### src/shared/lemc_defines.svh
// Offsets, field positions, reset values and timing counts of the lock and float-mode block
`ifndef LEMC_DEFINES_SVH
`define LEMC_DEFINES_SVH

// Register byte offsets
`define LEMC_STATUS_OFS      4'h0
`define LEMC_CTRL_OFS        4'h4

// Status field positions
`define LEMC_ST_LOCK1        0
`define LEMC_ST_LOCK2        1
`define LEMC_ST_EXT_BLOCK    2
`define LEMC_ST_CODE_PROG    3
`define LEMC_ST_VERIFY       4
`define LEMC_ST_LOCK_PROG    5
`define LEMC_ST_EA_LATCH     6
`define LEMC_ST_FLOAT        7
`define LEMC_ST_CHIP_RST     8

// Control field positions and reset values
`define LEMC_CT_OSC_STOP     0
`define LEMC_CTRL_RST        1'b0
`define LEMC_EA_LATCH_RST    1'b1
`define LEMC_RDATA_RST       32'h0000_0000

// Reset recognition: two machine cycles of twelve oscillator clocks
`define LEMC_MC_CLKS         12
`define LEMC_RST_MC          2
`define LEMC_RST_CLKS        (`LEMC_MC_CLKS * `LEMC_RST_MC)

// Top of the low code region selected by the strap
`define LEMC_LOW_CODE_TOP    16'h0FFF

`endif

### src/shared/lemc_pkg.sv
// Types of the lock and float-mode block
package lemc_pkg;

    // Lock bit pair, bit 0 = lock bit 1, bit 1 = lock bit 2, 1 = programmed
    typedef enum logic [1:0] {
        LEMC_LOCK_NONE = 2'b00,
        LEMC_LOCK_L1   = 2'b01,
        LEMC_LOCK_RSVD = 2'b10,
        LEMC_LOCK_FULL = 2'b11
    } lemc_lock_t;

    typedef logic [3:0]  lemc_addr_t;
    typedef logic [31:0] lemc_data_t;
    typedef logic [15:0] lemc_code_addr_t;

endpackage

### src/rtl/lemc_hold_filter.sv
// Level filter that reports an input only after it held high for N clocks
`timescale 1ns/100ps
`default_nettype none

module lemc_hold_filter #(
    parameter int N = 24
) (
    input  wire logic clk_i,
    input  wire logic rst_n_i,
    input  wire logic level_i,
    output logic      held_o
);

    localparam int CW = (N > 1) ? $clog2(N) : 1;
    localparam logic [CW-1:0] LAST = CW'(N - 1);

    logic [CW-1:0] cnt_reg;
    logic [CW-1:0] cnt_next;
    logic          held_reg;
    logic          held_next;

    // Count consecutive high clocks, clear the count and the held flag on low
    always_comb begin
        cnt_next  = '0;
        held_next = 1'b0;
        if (level_i) begin
            cnt_next  = (cnt_reg == LAST) ? cnt_reg : cnt_reg + CW'(1);
            held_next = (cnt_reg == LAST);
        end
    end

    // State registers
    always_ff @(posedge clk_i or negedge rst_n_i) begin
        if (!rst_n_i) begin
            cnt_reg  <= '0;
            held_reg <= 1'b0;
        end else begin
            cnt_reg  <= cnt_next;
            held_reg <= held_next;
        end
    end

    assign held_o = held_reg;

endmodule // lemc_hold_filter

`default_nettype wire

### src/rtl/lemc_top.sv
// Lock decode, strap latch and in-circuit float mode with an Avalon-MM register slave
`timescale 1ns/100ps
`default_nettype none
`include "lemc_defines.svh"

module lemc_top (
    input  wire logic                      clk_i,
    input  wire logic                      resetn_i,
    input  wire lemc_pkg::lemc_addr_t      avs_address_i,
    input  wire logic                      avs_read_i,
    input  wire logic                      avs_write_i,
    input  wire lemc_pkg::lemc_data_t      avs_writedata_i,
    input  wire logic [3:0]                avs_byteenable_i,
    output lemc_pkg::lemc_data_t           avs_readdata_o,
    output logic                           avs_waitrequest_o,
    input  wire logic                      chip_rst_i,
    input  wire logic                      ext_access_select_i,
    input  wire logic                      addr_latch_strobe_i,
    input  wire logic                      code_read_strobe_i,
    input  wire logic                      lock_bit1_prog_i,
    input  wire logic                      lock_bit2_prog_i,
    input  wire lemc_pkg::lemc_code_addr_t fetch_addr_i,
    output logic                           ext_fetch_block_o,
    output logic                           code_prog_allow_o,
    output logic                           lock_prog_allow_o,
    output logic                           verify_allow_o,
    output logic                           fetch_internal_o,
    output logic                           ext_access_latched_o,
    output logic                           in_circuit_float_mode_o,
    output logic                           port0_oe_o,
    output logic                           port_weak_pull_o,
    output logic                           osc_run_o,
    output logic                           chip_reset_o
);
    import lemc_pkg::*;

    logic       sync1_reg;
    logic       sync2_reg;
    logic       rst_n;
    logic       in_reset;
    logic       release_now;
    lemc_lock_t lock_state;

    // Two-flop release of the asynchronous reset
    always_ff @(posedge clk_i or negedge resetn_i) begin
        if (!resetn_i) begin
            sync1_reg <= 1'b0;
            sync2_reg <= 1'b0;
        end else begin
            sync1_reg <= 1'b1;
            sync2_reg <= sync1_reg;
        end
    end
    assign rst_n = sync2_reg;

    // Reset pin recognised after two machine cycles high
    lemc_hold_filter #(
        .N       (`LEMC_RST_CLKS)
    ) lemc_hold_filter_inst (
        .clk_i   (clk_i),
        .rst_n_i (rst_n),
        .level_i (chip_rst_i),
        .held_o  (in_reset)
    );

    assign release_now = in_reset && !chip_rst_i;
    assign lock_state  = lemc_lock_t'({lock_bit2_prog_i, lock_bit1_prog_i});

    // Protection decode
    logic blk_reg, blk_next, cpa_reg, cpa_next, lpa_reg, lpa_next, vfa_reg, vfa_next;
    always_comb begin
        blk_next = 1'b0;
        cpa_next = 1'b1;
        lpa_next = 1'b1;
        vfa_next = 1'b1;
        unique case (lock_state)
            LEMC_LOCK_NONE: begin
                blk_next = 1'b0;
            end
            LEMC_LOCK_L1: begin
                blk_next = 1'b1;
                cpa_next = 1'b0;
            end
            LEMC_LOCK_RSVD: begin
                blk_next = 1'b0;
            end
            LEMC_LOCK_FULL: begin
                blk_next = 1'b1;
                cpa_next = 1'b0;
                lpa_next = 1'b0;
                vfa_next = 1'b0;
            end
        endcase
    end

    // Strap latch, float mode and fetch select
    logic ea_reg, ea_next, arm_reg, arm_next, flt_reg, flt_next, fin_reg, fin_next;
    logic ea_eff;
    always_comb begin
        ea_next  = ea_reg;
        arm_next = 1'b0;
        flt_next = flt_reg;
        if (in_reset && lock_bit1_prog_i) begin
            ea_next = ext_access_select_i;
        end
        if (in_reset) begin
            arm_next = code_read_strobe_i && !addr_latch_strobe_i;
        end
        if (release_now) begin
            flt_next = arm_reg && !addr_latch_strobe_i;
        end
        ea_eff   = lock_bit1_prog_i ? ea_reg : ext_access_select_i;
        fin_next = (fetch_addr_i <= `LEMC_LOW_CODE_TOP) && ea_eff;
    end

    // Avalon slave: one wait cycle, then one ready cycle
    logic       wait_reg, wait_next, osc_stop_reg, osc_stop_next, req;
    lemc_data_t rd_reg, rd_next, status;
    always_comb begin
        status = '0;
        status[`LEMC_ST_LOCK1]     = lock_bit1_prog_i;
        status[`LEMC_ST_LOCK2]     = lock_bit2_prog_i;
        status[`LEMC_ST_EXT_BLOCK] = blk_reg;
        status[`LEMC_ST_CODE_PROG] = cpa_reg;
        status[`LEMC_ST_VERIFY]    = vfa_reg;
        status[`LEMC_ST_LOCK_PROG] = lpa_reg;
        status[`LEMC_ST_EA_LATCH]  = ea_reg;
        status[`LEMC_ST_FLOAT]     = flt_reg;
        status[`LEMC_ST_CHIP_RST]  = in_reset;
        req           = avs_read_i || avs_write_i;
        wait_next     = !(req && wait_reg);
        rd_next       = rd_reg;
        osc_stop_next = osc_stop_reg;
        if (avs_read_i && wait_reg) begin
            unique case (avs_address_i)
                `LEMC_STATUS_OFS: rd_next = status;
                `LEMC_CTRL_OFS:   rd_next = {31'h0000_0000, osc_stop_reg};
                default:          rd_next = `LEMC_RDATA_RST;
            endcase
        end
        if (avs_write_i && !wait_reg && avs_address_i == `LEMC_CTRL_OFS
            && avs_byteenable_i[0]) begin
            osc_stop_next = avs_writedata_i[`LEMC_CT_OSC_STOP];
        end
    end

    // State registers
    always_ff @(posedge clk_i or negedge rst_n) begin
        if (!rst_n) begin
            blk_reg      <= 1'b0;
            cpa_reg      <= 1'b1;
            lpa_reg      <= 1'b1;
            vfa_reg      <= 1'b1;
            ea_reg       <= `LEMC_EA_LATCH_RST;
            arm_reg      <= 1'b0;
            flt_reg      <= 1'b0;
            fin_reg      <= 1'b0;
            wait_reg     <= 1'b1;
            rd_reg       <= `LEMC_RDATA_RST;
            osc_stop_reg <= `LEMC_CTRL_RST;
        end else begin
            blk_reg      <= blk_next;
            cpa_reg      <= cpa_next;
            lpa_reg      <= lpa_next;
            vfa_reg      <= vfa_next;
            ea_reg       <= ea_next;
            arm_reg      <= arm_next;
            flt_reg      <= flt_next;
            fin_reg      <= fin_next;
            wait_reg     <= wait_next;
            rd_reg       <= rd_next;
            osc_stop_reg <= osc_stop_next;
        end
    end

    // Pad control next values follow the float state and the oscillator stop bit, chip reset follows in_reset
    logic p0_reg, p0_next, pull_reg, pull_next, osc_reg, osc_next, crst_reg, crst_next;
    always_comb begin
        p0_next   = !flt_next;
        pull_next = flt_next;
        osc_next  = flt_next || !osc_stop_next;
        crst_next = in_reset;
    end

    // Pad control registers
    always_ff @(posedge clk_i or negedge rst_n) begin
        if (!rst_n) begin
            p0_reg   <= 1'b1;
            pull_reg <= 1'b0;
            osc_reg  <= 1'b1;
            crst_reg <= 1'b0;
        end else begin
            p0_reg   <= p0_next;
            pull_reg <= pull_next;
            osc_reg  <= osc_next;
            crst_reg <= crst_next;
        end
    end

    assign ext_fetch_block_o       = blk_reg;
    assign code_prog_allow_o       = cpa_reg;
    assign lock_prog_allow_o       = lpa_reg;
    assign verify_allow_o          = vfa_reg;
    assign fetch_internal_o        = fin_reg;
    assign ext_access_latched_o    = ea_reg;
    assign in_circuit_float_mode_o = flt_reg;
    assign port0_oe_o              = p0_reg;
    assign port_weak_pull_o        = pull_reg;
    assign osc_run_o               = osc_reg;
    assign chip_reset_o            = crst_reg;
    assign avs_readdata_o          = rd_reg;
    assign avs_waitrequest_o       = wait_reg;
endmodule // lemc_top

`default_nettype wire

### config.mk
export PLATFORM = sky130hd
export DESIGN_NAME = lemc_top
export DESIGN_NICKNAME = d
export VERILOG_FILES = /design/src/shared/lemc_pkg.sv /design/src/rtl/lemc_hold_filter.sv /design/src/rtl/lemc_top.sv
export VERILOG_INCLUDE_DIRS = /design/src /design/src/shared
export SDC_FILE = /design/constraint.sdc
export NUM_CORES = 1
export LEC_CHECK = 0
export BUFFER_PORTS_ARGS = -buffer_cell sky130_fd_sc_hd__buf_2
export CORE_MARGIN = 4
export CORE_UTILIZATION = 34
export DETAILED_ROUTE_END_ITERATION = 10
export PLACE_DENSITY = 0.73
export SYNTH_ARGS = -nofsm -noshare
export SYNTH_HDL_FRONTEND = slang
export SYNTH_HIERARCHICAL = 1
export SYNTH_SLANG_ARGS = --single-unit
### constraint.sdc
create_clock -name clk_i -period 0.8 [get_ports clk_i]
set_input_delay 0.08 -clock clk_i [delete_from_list [all_inputs] [get_ports clk_i]]
set_output_delay 0.08 -clock clk_i [all_outputs]
set_load 0.03 [all_outputs]
* Word level (Yosys, flattened, before mapping)
Index checks and enable logic that the tools add are counted.
** Cells by class
- $add $sub $neg :: 1
- Magnitude comparators :: 1
- Equality and inequality tests :: 6
- Multiplexer cells :: 11
- Reductions and logical operators :: 22
** Operators with widths (count)
- 9-bit one-hot mux with 2 select lines :: 1
- 16-bit by 12-bit <= comparator with 1-bit output (second input constant) :: 1
- 1-bit logical AND :: 10
- 5-bit two-way mux :: 2
- 1-bit two-way mux :: 7
- 1-bit zero test :: 6
- 5-bit by 1-bit adder with 5-bit output (second input constant) :: 1
- 5-bit == test (second input constant) :: 1
- 2-bit == test (second input constant) :: 2
- 4-bit by 3-bit == test with 1-bit output (second input constant) :: 1
- 4-bit zero test :: 1
- 2-bit OR reduction :: 2
- 2-bit by 1-bit == test with 1-bit output (second input constant) :: 1
- 2-bit zero test :: 1
- 1-bit logical OR :: 2
- 2-bit != test (second input constant) :: 1
- 1-bit one-hot mux with 2 select lines :: 1
** Word-level totals
- Register bits :: 52
- Input bits :: 66
- Output and inout bits :: 44
- Logic and storage cells :: 58

* Longest topological paths before layout
Gate-level depths: netlist (run 1).
- Depth in word-level cells :: 7
- Depth in mapped cells :: 4
- Depth with buffers taken out :: 4

* By module
The synthesis (run 1) kept the hierarchy.
** Modules (own cells, without submodules)
- lemc_top :: instances 1, cells each 83, area each 999.7 um^2, sequential area each 558.0 um^2
- lemc_hold_filter :: instances 1, cells each 24, area each 266.5 um^2, sequential area each 150.1 um^2

* Worst setup path before layout (run 1)
Ideal clock, no wire load.
- Kind :: register -> register
- From :: register wait_reg (netlist: avs_waitrequest_o)
- To :: register rd_reg[7] (netlist: avs_readdata_o[7])
- Setup time :: 66 ps
- Arrival time :: 1151 ps
- Data required time :: 734 ps
- Path slack :: -418 ps
- Stages on the path, launching flop included :: 4
- Buffers on the path :: 0
- Clock period less this slack :: 1218 ps
- Cell sequence :: dfstp_2 nand2_2 nor3_4 a22o_1
** On the way
- Longest elaborated chain between the ends :: 1
** Ends and longest elaborated chain
- from (decl) :: line lemc_top.sv:117 : logic wait_reg, wait_next, osc_stop_reg, osc_stop_next, req;
- from (signal assigned) :: line lemc_top.sv:170 : wait_reg <= wait_next;
- 1-bit logical AND :: line lemc_top.sv:134 : if (avs_read_i && wait_reg) begin
- to (signal assigned) :: line lemc_top.sv:159 : rd_reg <= `LEMC_RDATA_RST;
- to (signal assigned) :: line lemc_top.sv:171 : rd_reg <= rd_next;
- to (decl) :: line lemc_top.sv:118 : lemc_data_t rd_reg, rd_next, status;
Every way passes these cells.
A chain may end at the register's enable or synchronous reset.

* Final worst setup path (run 1)
- From :: register wait_reg (netlist: avs_waitrequest_o)
- To :: output port avs_waitrequest_o
** RTL lines
- to (decl) :: line lemc_top.sv:15 : output logic avs_waitrequest_o,
No word-level cell between the ends.

==> impl_metrics.json, run 1 <==
{
  "crit_arrival_ns": 1.06,
  "drive_above_1_share": 0.543,
  "synthesis.area_um2": 1270,
  "critPathSlowestCell": "dfstp_2",
  "cts_sinks": 28,
  "fp.coreArea_um2": 3470,
  "timing.final.ws_setup_ns": -0.341,
  "vdd_drop_max_mv": 0.657,
  "tns_ns": -7.92,
  "die_h_um": 69.0,
  "via_count": 980,
  "cts_tree": "built",
  "cp_max_fo": 4,
  "drcViolationCount": 0,
  "largest_reg_flops": 8,
  "holdCritPathClass": "in -> reg",
  "violations": "negative setup slack",
  "critPathTopFamily": "flip-flops",
  "fmax_mhz": 876,
  "clock_skew_ns": 0.00478,
  "grt_pass1_wl_um": 4980,
  "io_pins": 110,
  "initial_utilization": 0.365,
  "io_buffers": 40,
  "drtIter0Drc": 40,
  "pre_cts_ws_ns": -0.363,
  "die_x_um": 69.0,
  "power_w": 0.00296,
  "cap_violations": 0,
  "dp.final_hpwl_um": 2090,
  "antenna_cells": 0,
  "gp_congestion": 0.738,
  "ys_seq_area_frac": 0.559,
  "grt_usage": 0.127,
  "grt_overflow": 0,
  "p_per_area_nw_per_um2": 1530,
  "wire_per_inst_um": 13.0,
  "post-route-util": 0.559,
  "maxSlewViolCount": 0,
  "clk_latency_ns": 0.27,
  "grt_max_degree": 16,
  "post-route-min-period_ns": 1.14,
  "clkTransAtPathRegs_ns": 0.09,
  "fp.dieArea_um2": 4760,
  "critPathCaptureType": "output port",
  "syn_inst": 107,
  "synth_top_cell_by_area": "dfrtp_1",
  "numCtsBuffers": 3,
  "cts.path.max_buffers": 2,
  "antenna_found_initial": 0,
  "path_cells": "buf_2",
  "synthTopCellsByArea": "dfrtp_1 43%, buf_4 15%, dfstp_2 12%",
  "cts_root_buf": "clkbuf_8",
  "wl_um": 2870,
  "grt_setup_unrepaired": "true",
  "outcome": "finished with violations",
  "routed_via_density": 4.43,
  "ys_seq_elements": 28,
  "std_cell_rows": 21,
  "yosysUniqueCellTypes": 33,
  "slowest_delay_ns": 0.59,
  "final_nets": 243,
  "multi_input_area_um2": 533,
  "ant_nets": 0,
  "syn_area_per_cell_um2": 11.8,
  "hold_viol": 0,
  "setup_violations": 41,
  "crit_buf_inv": 1,
  "worstSetupStartpointType": "flip-flop",
  "post-route-period-util": 1.43,
  "seq_area_um2": 712,
  "leakagePower_nw": 1.03,
  "drtPass1Iterations": 4,
  "yosys.area.top_type_share": 0.435,
  "area.growth.synth_to_final_pct": 53.2,
  "yosysWarnings": 6,
  "nFillCells": 298,
  "worstSetupPathType": "reg -> out",
  "cp.required_ns": 0.72,
  "htreeDepth": 1,
  "grt_pass1_vias": 1035
}
==> Yosys cell counts <==
master	instances
o31ai_1	1
nor2_1	4
or3_4	1
dfstp_2	6
and3_1	1
nand2b_1	2
xnor2_1	2
dfrtp_1	22
nor3_1	1
inv_1	4
ha_1	1
or4_1	1
mux2_2	1
o21a_1	1
nand3_1	3
nand4b_1	1
mux2i_1	2
nor4bb_1	1
nand2_1	4
or2_1	1
nand2_2	1
o21ai_1	1
nand4b_2	1
buf_4	26
a31oi_1	1
clkbuf_1	1
conb_1	2
a22o_1	7
nor3_4	1
xor2_1	1
a21oi_1	1
o21ai_0	3
and3b_1	1
==> metrics by stage <==
| step | cells | cell area, µm² | hold WS [ns] |
|---|---|---|---|
| 3_3_place_gp | 199 | 1550 | -0.130 |
| 2_1_floorplan | 129 | 1400 | -0.216 |
| 4_1_cts | 220 | 1890 | 0.00329 |
| 3_5_place_dp | 199 | 1550 | -0.126 |
| 6_report | 221 | 1940 | 0.0119 |
| 5_1_grt | 221 | 1940 | 0.00953 |
==> cell type report <==
type / instances / area share
sequential: 28 / 0.367
clock buffer: 4 / 0.0232
tap: 46 / 0.0297
multi-input combinational: 70 / 0.275
inverter: 4 / 0.00774
timing repair buffer: 69 / 0.297
==> power by group <==
group	switching [W]	total (W)	leakage (nW)	internal, W
Clock	0.000413	0.000769	0.0228	0.000356
Sequential	0.0000509	0.00154	0.355	0.00149
Combinational	0.000391	0.000650	0.648	0.000259
Total	0.000855	0.00296	1.03	0.00210
==> final timing paths <==
path / start / end / slack, ns / cells after the start
worst min register to register: rst_n / lemc_hold_filter_inst/cnt_reg[2] / 0.20 / 1
worst min-delay path: lock_bit1_prog_i / ext_fetch_block_o / 0.01 / 1
max in group asynchronous: rst_n / verify_allow_o / 0.35 / 1
min in group asynchronous: resetn_i / rst_n / 0.12 / 2
worst max-delay path: avs_waitrequest_o / avs_waitrequest_o / -0.34 / 1
worst max register to register: avs_waitrequest_o / avs_readdata_o[6] / -0.34 / 3
==> layout by cell type (no fill, tap or decap), types with 3 or more instances in the layout <==
cell type       n
conb_1         24
buf_6          23
buf_4          21
buf_2          20
dfrtp_1        19
a22o_1          7
dfstp_2         6
nor2_1          4
inv_1           4
dlygate4sd3_1   4
clkbuf_8        3
nand3_2         3
dfrtp_2         3
==> cells by family (layout without fill, tap and decap cells) <==
logic type               count (synthesis)  after routing  synth area share
flip-flops                              28             28             0.559
other                                    2             24           0.00593
AND/OR/NAND/NOR                         24             24             0.125
adder cells (fa/ha/maj)                  1              1           0.00988
buffers and inverters                   31             77             0.169
multiplexers                             3              3            0.0247
XOR/XNOR                                 3              3            0.0208
AO/OA/AOI/OAI                           15             15            0.0850
==> worst reg2reg max path, cell delays in order (launching register included) <==
cell	delay [ns]
dfstp_2	0.59
nand2_4	0.09
nor3_4	0.23
a22o_1	0.18
==> metal layers <==
metal | share of wire | up-vias | routed length [µm] | global-route usage
li1 | - | 448 | - | -
met1 | 0.37 | 476 | 1060 | 0.144
met2 | 0.54 | 50 | 1540 | 0.226
met3 | 0.075 | 6 | 214 | 0.0363
met4 | 0.016 | 0 | 46 | 0.0434
met5 | 0 | - | 0 | 0
==> timing repair <==
action,CTS,global route
setup buffers,13,1
hold buffers,4,0
endpoints found under the setup margin,40,41
pin swaps,7,7
gates resized for setup,48,8
hold endpoints to repair,4,0
Power figures use the tool's default switching activity.
==> run 2, diff against run 1 <==
--- a/config.mk
+++ b/config.mk
@@ -7,6 +7,7 @@
 export NUM_CORES = 1
 export LEC_CHECK = 0
 export BUFFER_PORTS_ARGS = -buffer_cell sky130_fd_sc_hd__buf_2
+export CORE_ASPECT_RATIO = 1.4
 export CORE_MARGIN = 4
 export CORE_UTILIZATION = 34
 export DETAILED_ROUTE_END_ITERATION = 10
==> run 2 against run 1 <==
Compared with the run above: critical path depth rose by 2; design area down 1.7%; sequential power hardly changed; via count shrank 4.4%; global-route usage fell by 1.5 points; clock power decreased by 5.7%; fmax is 3.2% lower; the run still ends with negative setup slack left; wire length is 3.1% lower; critical endpoint is now avs_readdata_o[3]; die area increased by 0.29%; utilization fell by 3.1 points; largest cell class unchanged; highest routed layer unchanged; clock-buffer cell count is 1 lower.
==> impl_metrics.json, run 2 (synthesized netlist as in run 1, its figures left out) <==
{
  "outcome": "finished with violations",
  "violations": "negative setup slack",
  "grt_usage": 0.112,
  "min_path_cells": 2,
  "wire_per_inst_um": 13.0,
  "die_x_um": 59.6,
  "pre_cts_ws_ns": -0.344,
  "min_from": "avs_read_i",
  "antenna_cells": 0,
  "largest_reg_flops": 8,
  "antenna_found_initial": 0,
  "post-route-util": 0.528,
  "final_nets": 240,
  "crit_arrival_ns": 1.38,
  "via_count": 937,
  "cp_max_fo": 7,
  "setup_violations": 42,
  "post-route-period-util": 1.47,
  "area.growth.synth_to_final_pct": 50.6,
  "hold-worst-slack_ns": 0.0160,
  "fp.dieArea_um2": 4780,
  "routed_via_density": 4.40,
  "drtPass1Iterations": 4,
  "rr_worst_depth": 3,
  "worstSetupPathType": "reg -> reg",
  "clock_skew_ns": 0.00206,
  "numCtsBuffers": 3,
  "post-route-min-period_ns": 1.18,
  "grt_setup_unrepaired": "true",
  "htreeDepth": 1,
  "gp_congestion": 0.773,
  "grt_overflow": 0,
  "cp.required_ns": 1.00,
  "std_cell_rows": 26,
  "final_cell_mix": "24 x conb_1, 24 x buf_6, 19 x buf_2",
  "cts_tree": "built",
  "vdd_drop_max_mv": 1.08,
  "cts_sinks": 28,
  "drtIter0Drc": 24,
  "fp.coreArea_um2": 3610,
  "hold_viol": 0,
  "wl_um": 2780,
  "cts.path.max_buffers": 2,
  "clk_latency_ns": 0.26,
  "ant_nets": 0,
  "timing.final.ws_setup_ns": -0.379,
  "die_h_um": 80.2,
  "drive_above_1_share": 0.532,
  "dp.final_hpwl_um": 1900,
  "cts_root_buf": "clkbuf_8",
  "power_w": 0.00290,
  "hold_end": "avs_waitrequest_o",
  "io_buffers": 40,
  "p_per_area_nw_per_um2": 1520,
  "fmax_mhz": 848,
  "critPathCaptureType": "flip-flop",
  "grt_max_degree": 27,
  "grt_pass1_vias": 859,
  "io_pins": 110,
  "initial_utilization": 0.351,
  "clkTransAtPathRegs_ns": 0.08,
  "timing.rr.end": "avs_readdata_o[3]",
  "maxSlewViolCount": 0,
  "grt_pass1_wl_um": 4040,
  "leakagePower_nw": 1.01,
  "cap_violations": 0,
  "drcViolationCount": 0,
  "reg2reg_setup_slack_ns": -0.38,
  "rr_startpoint": "avs_waitrequest_o",
  "holdCritPathClass": "in -> reg",
  "tns_ns": -8.18,
  "worstSetupStartpointType": "flip-flop"
}
[run 2: cell types whose count changed in the layout (fill, tap and decap cells not counted), sizes merged]
cell    previous run  this run
buf               65        62
clkbuf             4         3
[run 2: how the worst max path moves through the flow]
stage	start	to	slack (ns)	cells past startpoint
final	avs_waitrequest_o	avs_readdata_o[3]	-0.38	3
after global placement	avs_address_i[3]	avs_readdata_o[6]	-0.33	4
after CTS	avs_waitrequest_o	avs_waitrequest_o	-0.33	1
after detailed placement	avs_address_i[3]	osc_stop_reg	-0.34	4
after floorplan	avs_waitrequest_o	avs_readdata_o[7]	-0.38	3
after global routing	avs_waitrequest_o	avs_readdata_o[5]	-0.46	3
[run 2: critical path, stage by stage (launching register included)]
cell and delay (ns):
dfstp_2 0.58, nand2_4 0.08, nor3_4 0.25, a22o_1 0.20
[run 2: repair_timing]
item,4_1_cts,5_1_grt
buffers inserted,10,4
gates cloned,0,0
endpoints found under the setup margin,41,43
gates resized for setup,47,9
pin swaps,2,9
hold buffers,4,0
endpoints found under the hold margin,5,0
[run 2: per-layer routing]
metal	wire (µm)	part of all wire	track usage	up-vias
li1	-	-	-	444
met1	992	0.36	0.126	443
met2	1480	0.53	0.204	48
met3	287	0.10	0.0209	2
met4	12	0.0043	0.0399	0
met5	0	0	0	-
[run 2: layout make-up]
class	instances	area [µm²]
fillers	294	1700
multi-input cells	70	512
inverters	4	15.0
clock buffers	3	41.3
flip-flops and latches	28	713
well taps	42	52.6
repair buffers	66	573
[run 2: per-stage QoR]
stage | area (µm²) | cells
6_report | 1910 | 213
2_1_floorplan | 1400 | 129
3_5_place_dp | 1530 | 192
4_1_cts | 1850 | 209
3_3_place_gp | 1530 | 192
5_1_grt | 1910 | 213
[run 2: report_power, final]
group	internal, W	total [W]	switching (W)
registers	0.00149	0.00154	0.0000547
logic	0.000252	0.000632	0.000380
clock network	0.000337	0.000725	0.000388
==> run 3, diff against run 2 <==
--- a/config.mk
+++ b/config.mk
@@ -9,9 +9,10 @@
 export BUFFER_PORTS_ARGS = -buffer_cell sky130_fd_sc_hd__buf_2
 export CORE_ASPECT_RATIO = 1.4
 export CORE_MARGIN = 4
-export CORE_UTILIZATION = 34
+export CORE_UTILIZATION = 35
+export CTS_BUF_LIST = sky130_fd_sc_hd__clkbuf_4 sky130_fd_sc_hd__clkbuf_8
 export DETAILED_ROUTE_END_ITERATION = 10
-export PLACE_DENSITY = 0.73
+export PLACE_DENSITY = 0.75
 export SYNTH_ARGS = -nofsm -noshare
 export SYNTH_HDL_FRONTEND = slang
 export SYNTH_HIERARCHICAL = 1
==> run 3 against run 2 <==
Compared with the run above: the flow still finishes with violations (negative setup slack); sequential share of layout area fell by 2.3 points; total power is 6.3% higher; global-route usage grew 2.0 points; setup slack lost 0.023 ns; sequential cell count unchanged; clock-buffer cell count rose by 1; first-iteration DRC count up 58%; cell count increased by 2.3%; utilization increased by 6.2 points; sequential power is essentially flat; critical path type unchanged; largest cell class unchanged; largest power group unchanged.
==> impl_metrics.json, run 3 (synthesized netlist as in run 1, its figures left out) <==
{
  "grt_max_degree": 27,
  "crit_arrival_ns": 1.40,
  "io_buffers": 40,
  "ant_nets": 0,
  "post-route-min-period_ns": 1.20,
  "clk_latency_ns": 0.27,
  "final_nets": 246,
  "antenna_cells": 0,
  "tns_ns": -8.93,
  "cts_root_buf": "clkbuf_8",
  "crit_buf_inv": 0,
  "post-route-period-util": 1.50,
  "drcViolationCount": 0,
  "cp.required_ns": 1.00,
  "fmax_mhz": 832,
  "antenna_found_initial": 0,
  "drtPass1Iterations": 4,
  "placed_area_um2": 1550,
  "largest_reg_flops": 8,
  "worstSetupPathType": "reg -> reg",
  "timing.final.ws_setup_ns": -0.402,
  "die_h_um": 79.2,
  "setup_violations": 41,
  "worstSetupStartpointType": "flip-flop",
  "cap_violations": 0,
  "initial_utilization": 0.368,
  "final_cell_mix": "26 x buf_6, 24 x conb_1, 21 x buf_4",
  "place_inst": 192,
  "fin_cells": 218,
  "final_area_um2": 2030,
  "holdCritPathClass": "in -> reg",
  "p_per_area_nw_per_um2": 1520,
  "drtIter0Drc": 38,
  "fp.dieArea_um2": 4660,
  "die_x_um": 58.8,
  "cp_max_fo": 7,
  "grt_usage": 0.132,
  "critPathTopFamily": "flip-flops",
  "violations": "negative setup slack",
  "vdd_drop_max_mv": 0.959,
  "drive_above_1_share": 0.590,
  "critPathSlowestCell": "dfstp_2",
  "io_pins": 110,
  "numCtsBuffers": 3,
  "clock_skew_ns": 0.00594,
  "cts_tree": "built",
  "grt_overflow": 0,
  "routed_via_density": 4.58,
  "cts.path.max_buffers": 2,
  "grt_setup_unrepaired": "true",
  "wl_um": 3340,
  "critPathCaptureType": "flip-flop",
  "clkTransAtPathRegs_ns": 0.09,
  "fp.coreArea_um2": 3440,
  "gp_congestion": 0.773,
  "area.growth.synth_to_final_pct": 60.4,
  "htreeDepth": 1,
  "dp.final_hpwl_um": 2070,
  "outcome": "finished with violations",
  "via_count": 998,
  "grt_pass1_vias": 1017,
  "maxSlewViolCount": 0,
  "grt_pass1_wl_um": 4750,
  "path_cells": "nand2_4 > nor3_4 > a22o_1",
  "std_cell_rows": 25,
  "final_common_cell": "buf_6",
  "cts_sinks": 28,
  "hold-worst-slack_ns": 0.0255,
  "slowest_delay_ns": 0.58,
  "hold_viol": 0,
  "wire_per_inst_um": 15.3,
  "leakagePower_nw": 1.06
}
==> run 3: stage by stage <==
step | utilization | total power, W | setup slack [ns]
after floorplan | - | 0.00199 | -0.376
after global placement | 0.449 | 0.00207 | -0.328
after detailed placement | 0.449 | 0.00209 | -0.372
after CTS | 0.563 | 0.00304 | -0.376
after global routing | 0.590 | 0.00321 | -0.456
final | 0.590 | 0.00308 | -0.402
==> run 3: power breakdown <==
part	switching [W]	internal (W)
logic	0.000415	0.000285
clock network	0.000401	0.000439
registers	0.0000548	0.00149
==> run 3: layout make-up <==
| class | count | area, µm² |
|---|---|---|
| Fill cell | 249 | 1410 |
| Timing Repair Buffer | 72 | 621 |
| Clock buffer | 4 | 55.1 |
| Tap cell | 40 | 50.0 |
| Multi-Input combinational cell | 70 | 577 |
| Sequential cell | 28 | 713 |
| Inverter | 4 | 15.0 |
==> run 3: path summary, 6_finish.rpt <==
| check | cells after the start | slack, ns | start | endpoint |
|---|---|---|---|---|
| max | 3 | -0.40 | avs_waitrequest_o | avs_readdata_o[7] |
| min | 1 | 0.03 | lock_bit1_prog_i | ext_fetch_block_o |
| max reg2reg | 3 | -0.40 | avs_waitrequest_o | avs_readdata_o[7] |
| min reg2reg | 1 | 0.20 | rst_n | lemc_hold_filter_inst/held_o |
| max in group asynchronous | 1 | 0.36 | rst_n | verify_allow_o |
| min in group asynchronous | 2 | 0.11 | resetn_i | rst_n |
==> run 3: worst register-to-register path: stages, from the launching register on <==
cell and delay (ns):
dfstp_2 0.58, nand2_4 0.08, nor3_4 0.27, a22o_1 0.21
==> run 3: timing repair <==
| action | CTS | global route |
|---|---|---|
| hold endpoints to repair | 4 | 0 |
| pin swaps | 8 | 10 |
| hold buffers | 3 | 0 |
| setup buffers | 15 | 4 |
| endpoints found under the setup margin | 40 | 41 |
| resized for setup | 51 | 14 |
==> run 3: metal layers <==
layer / global-route usage / vias to the layer above / wire length, µm
met5: 0 / - / 0
met4: 0.0272 / 0 / 6
met3: 0.0195 / 2 / 272
met2: 0.262 / 48 / 1960
met1: 0.139 / 492 / 1090
li1: - / 456 / -
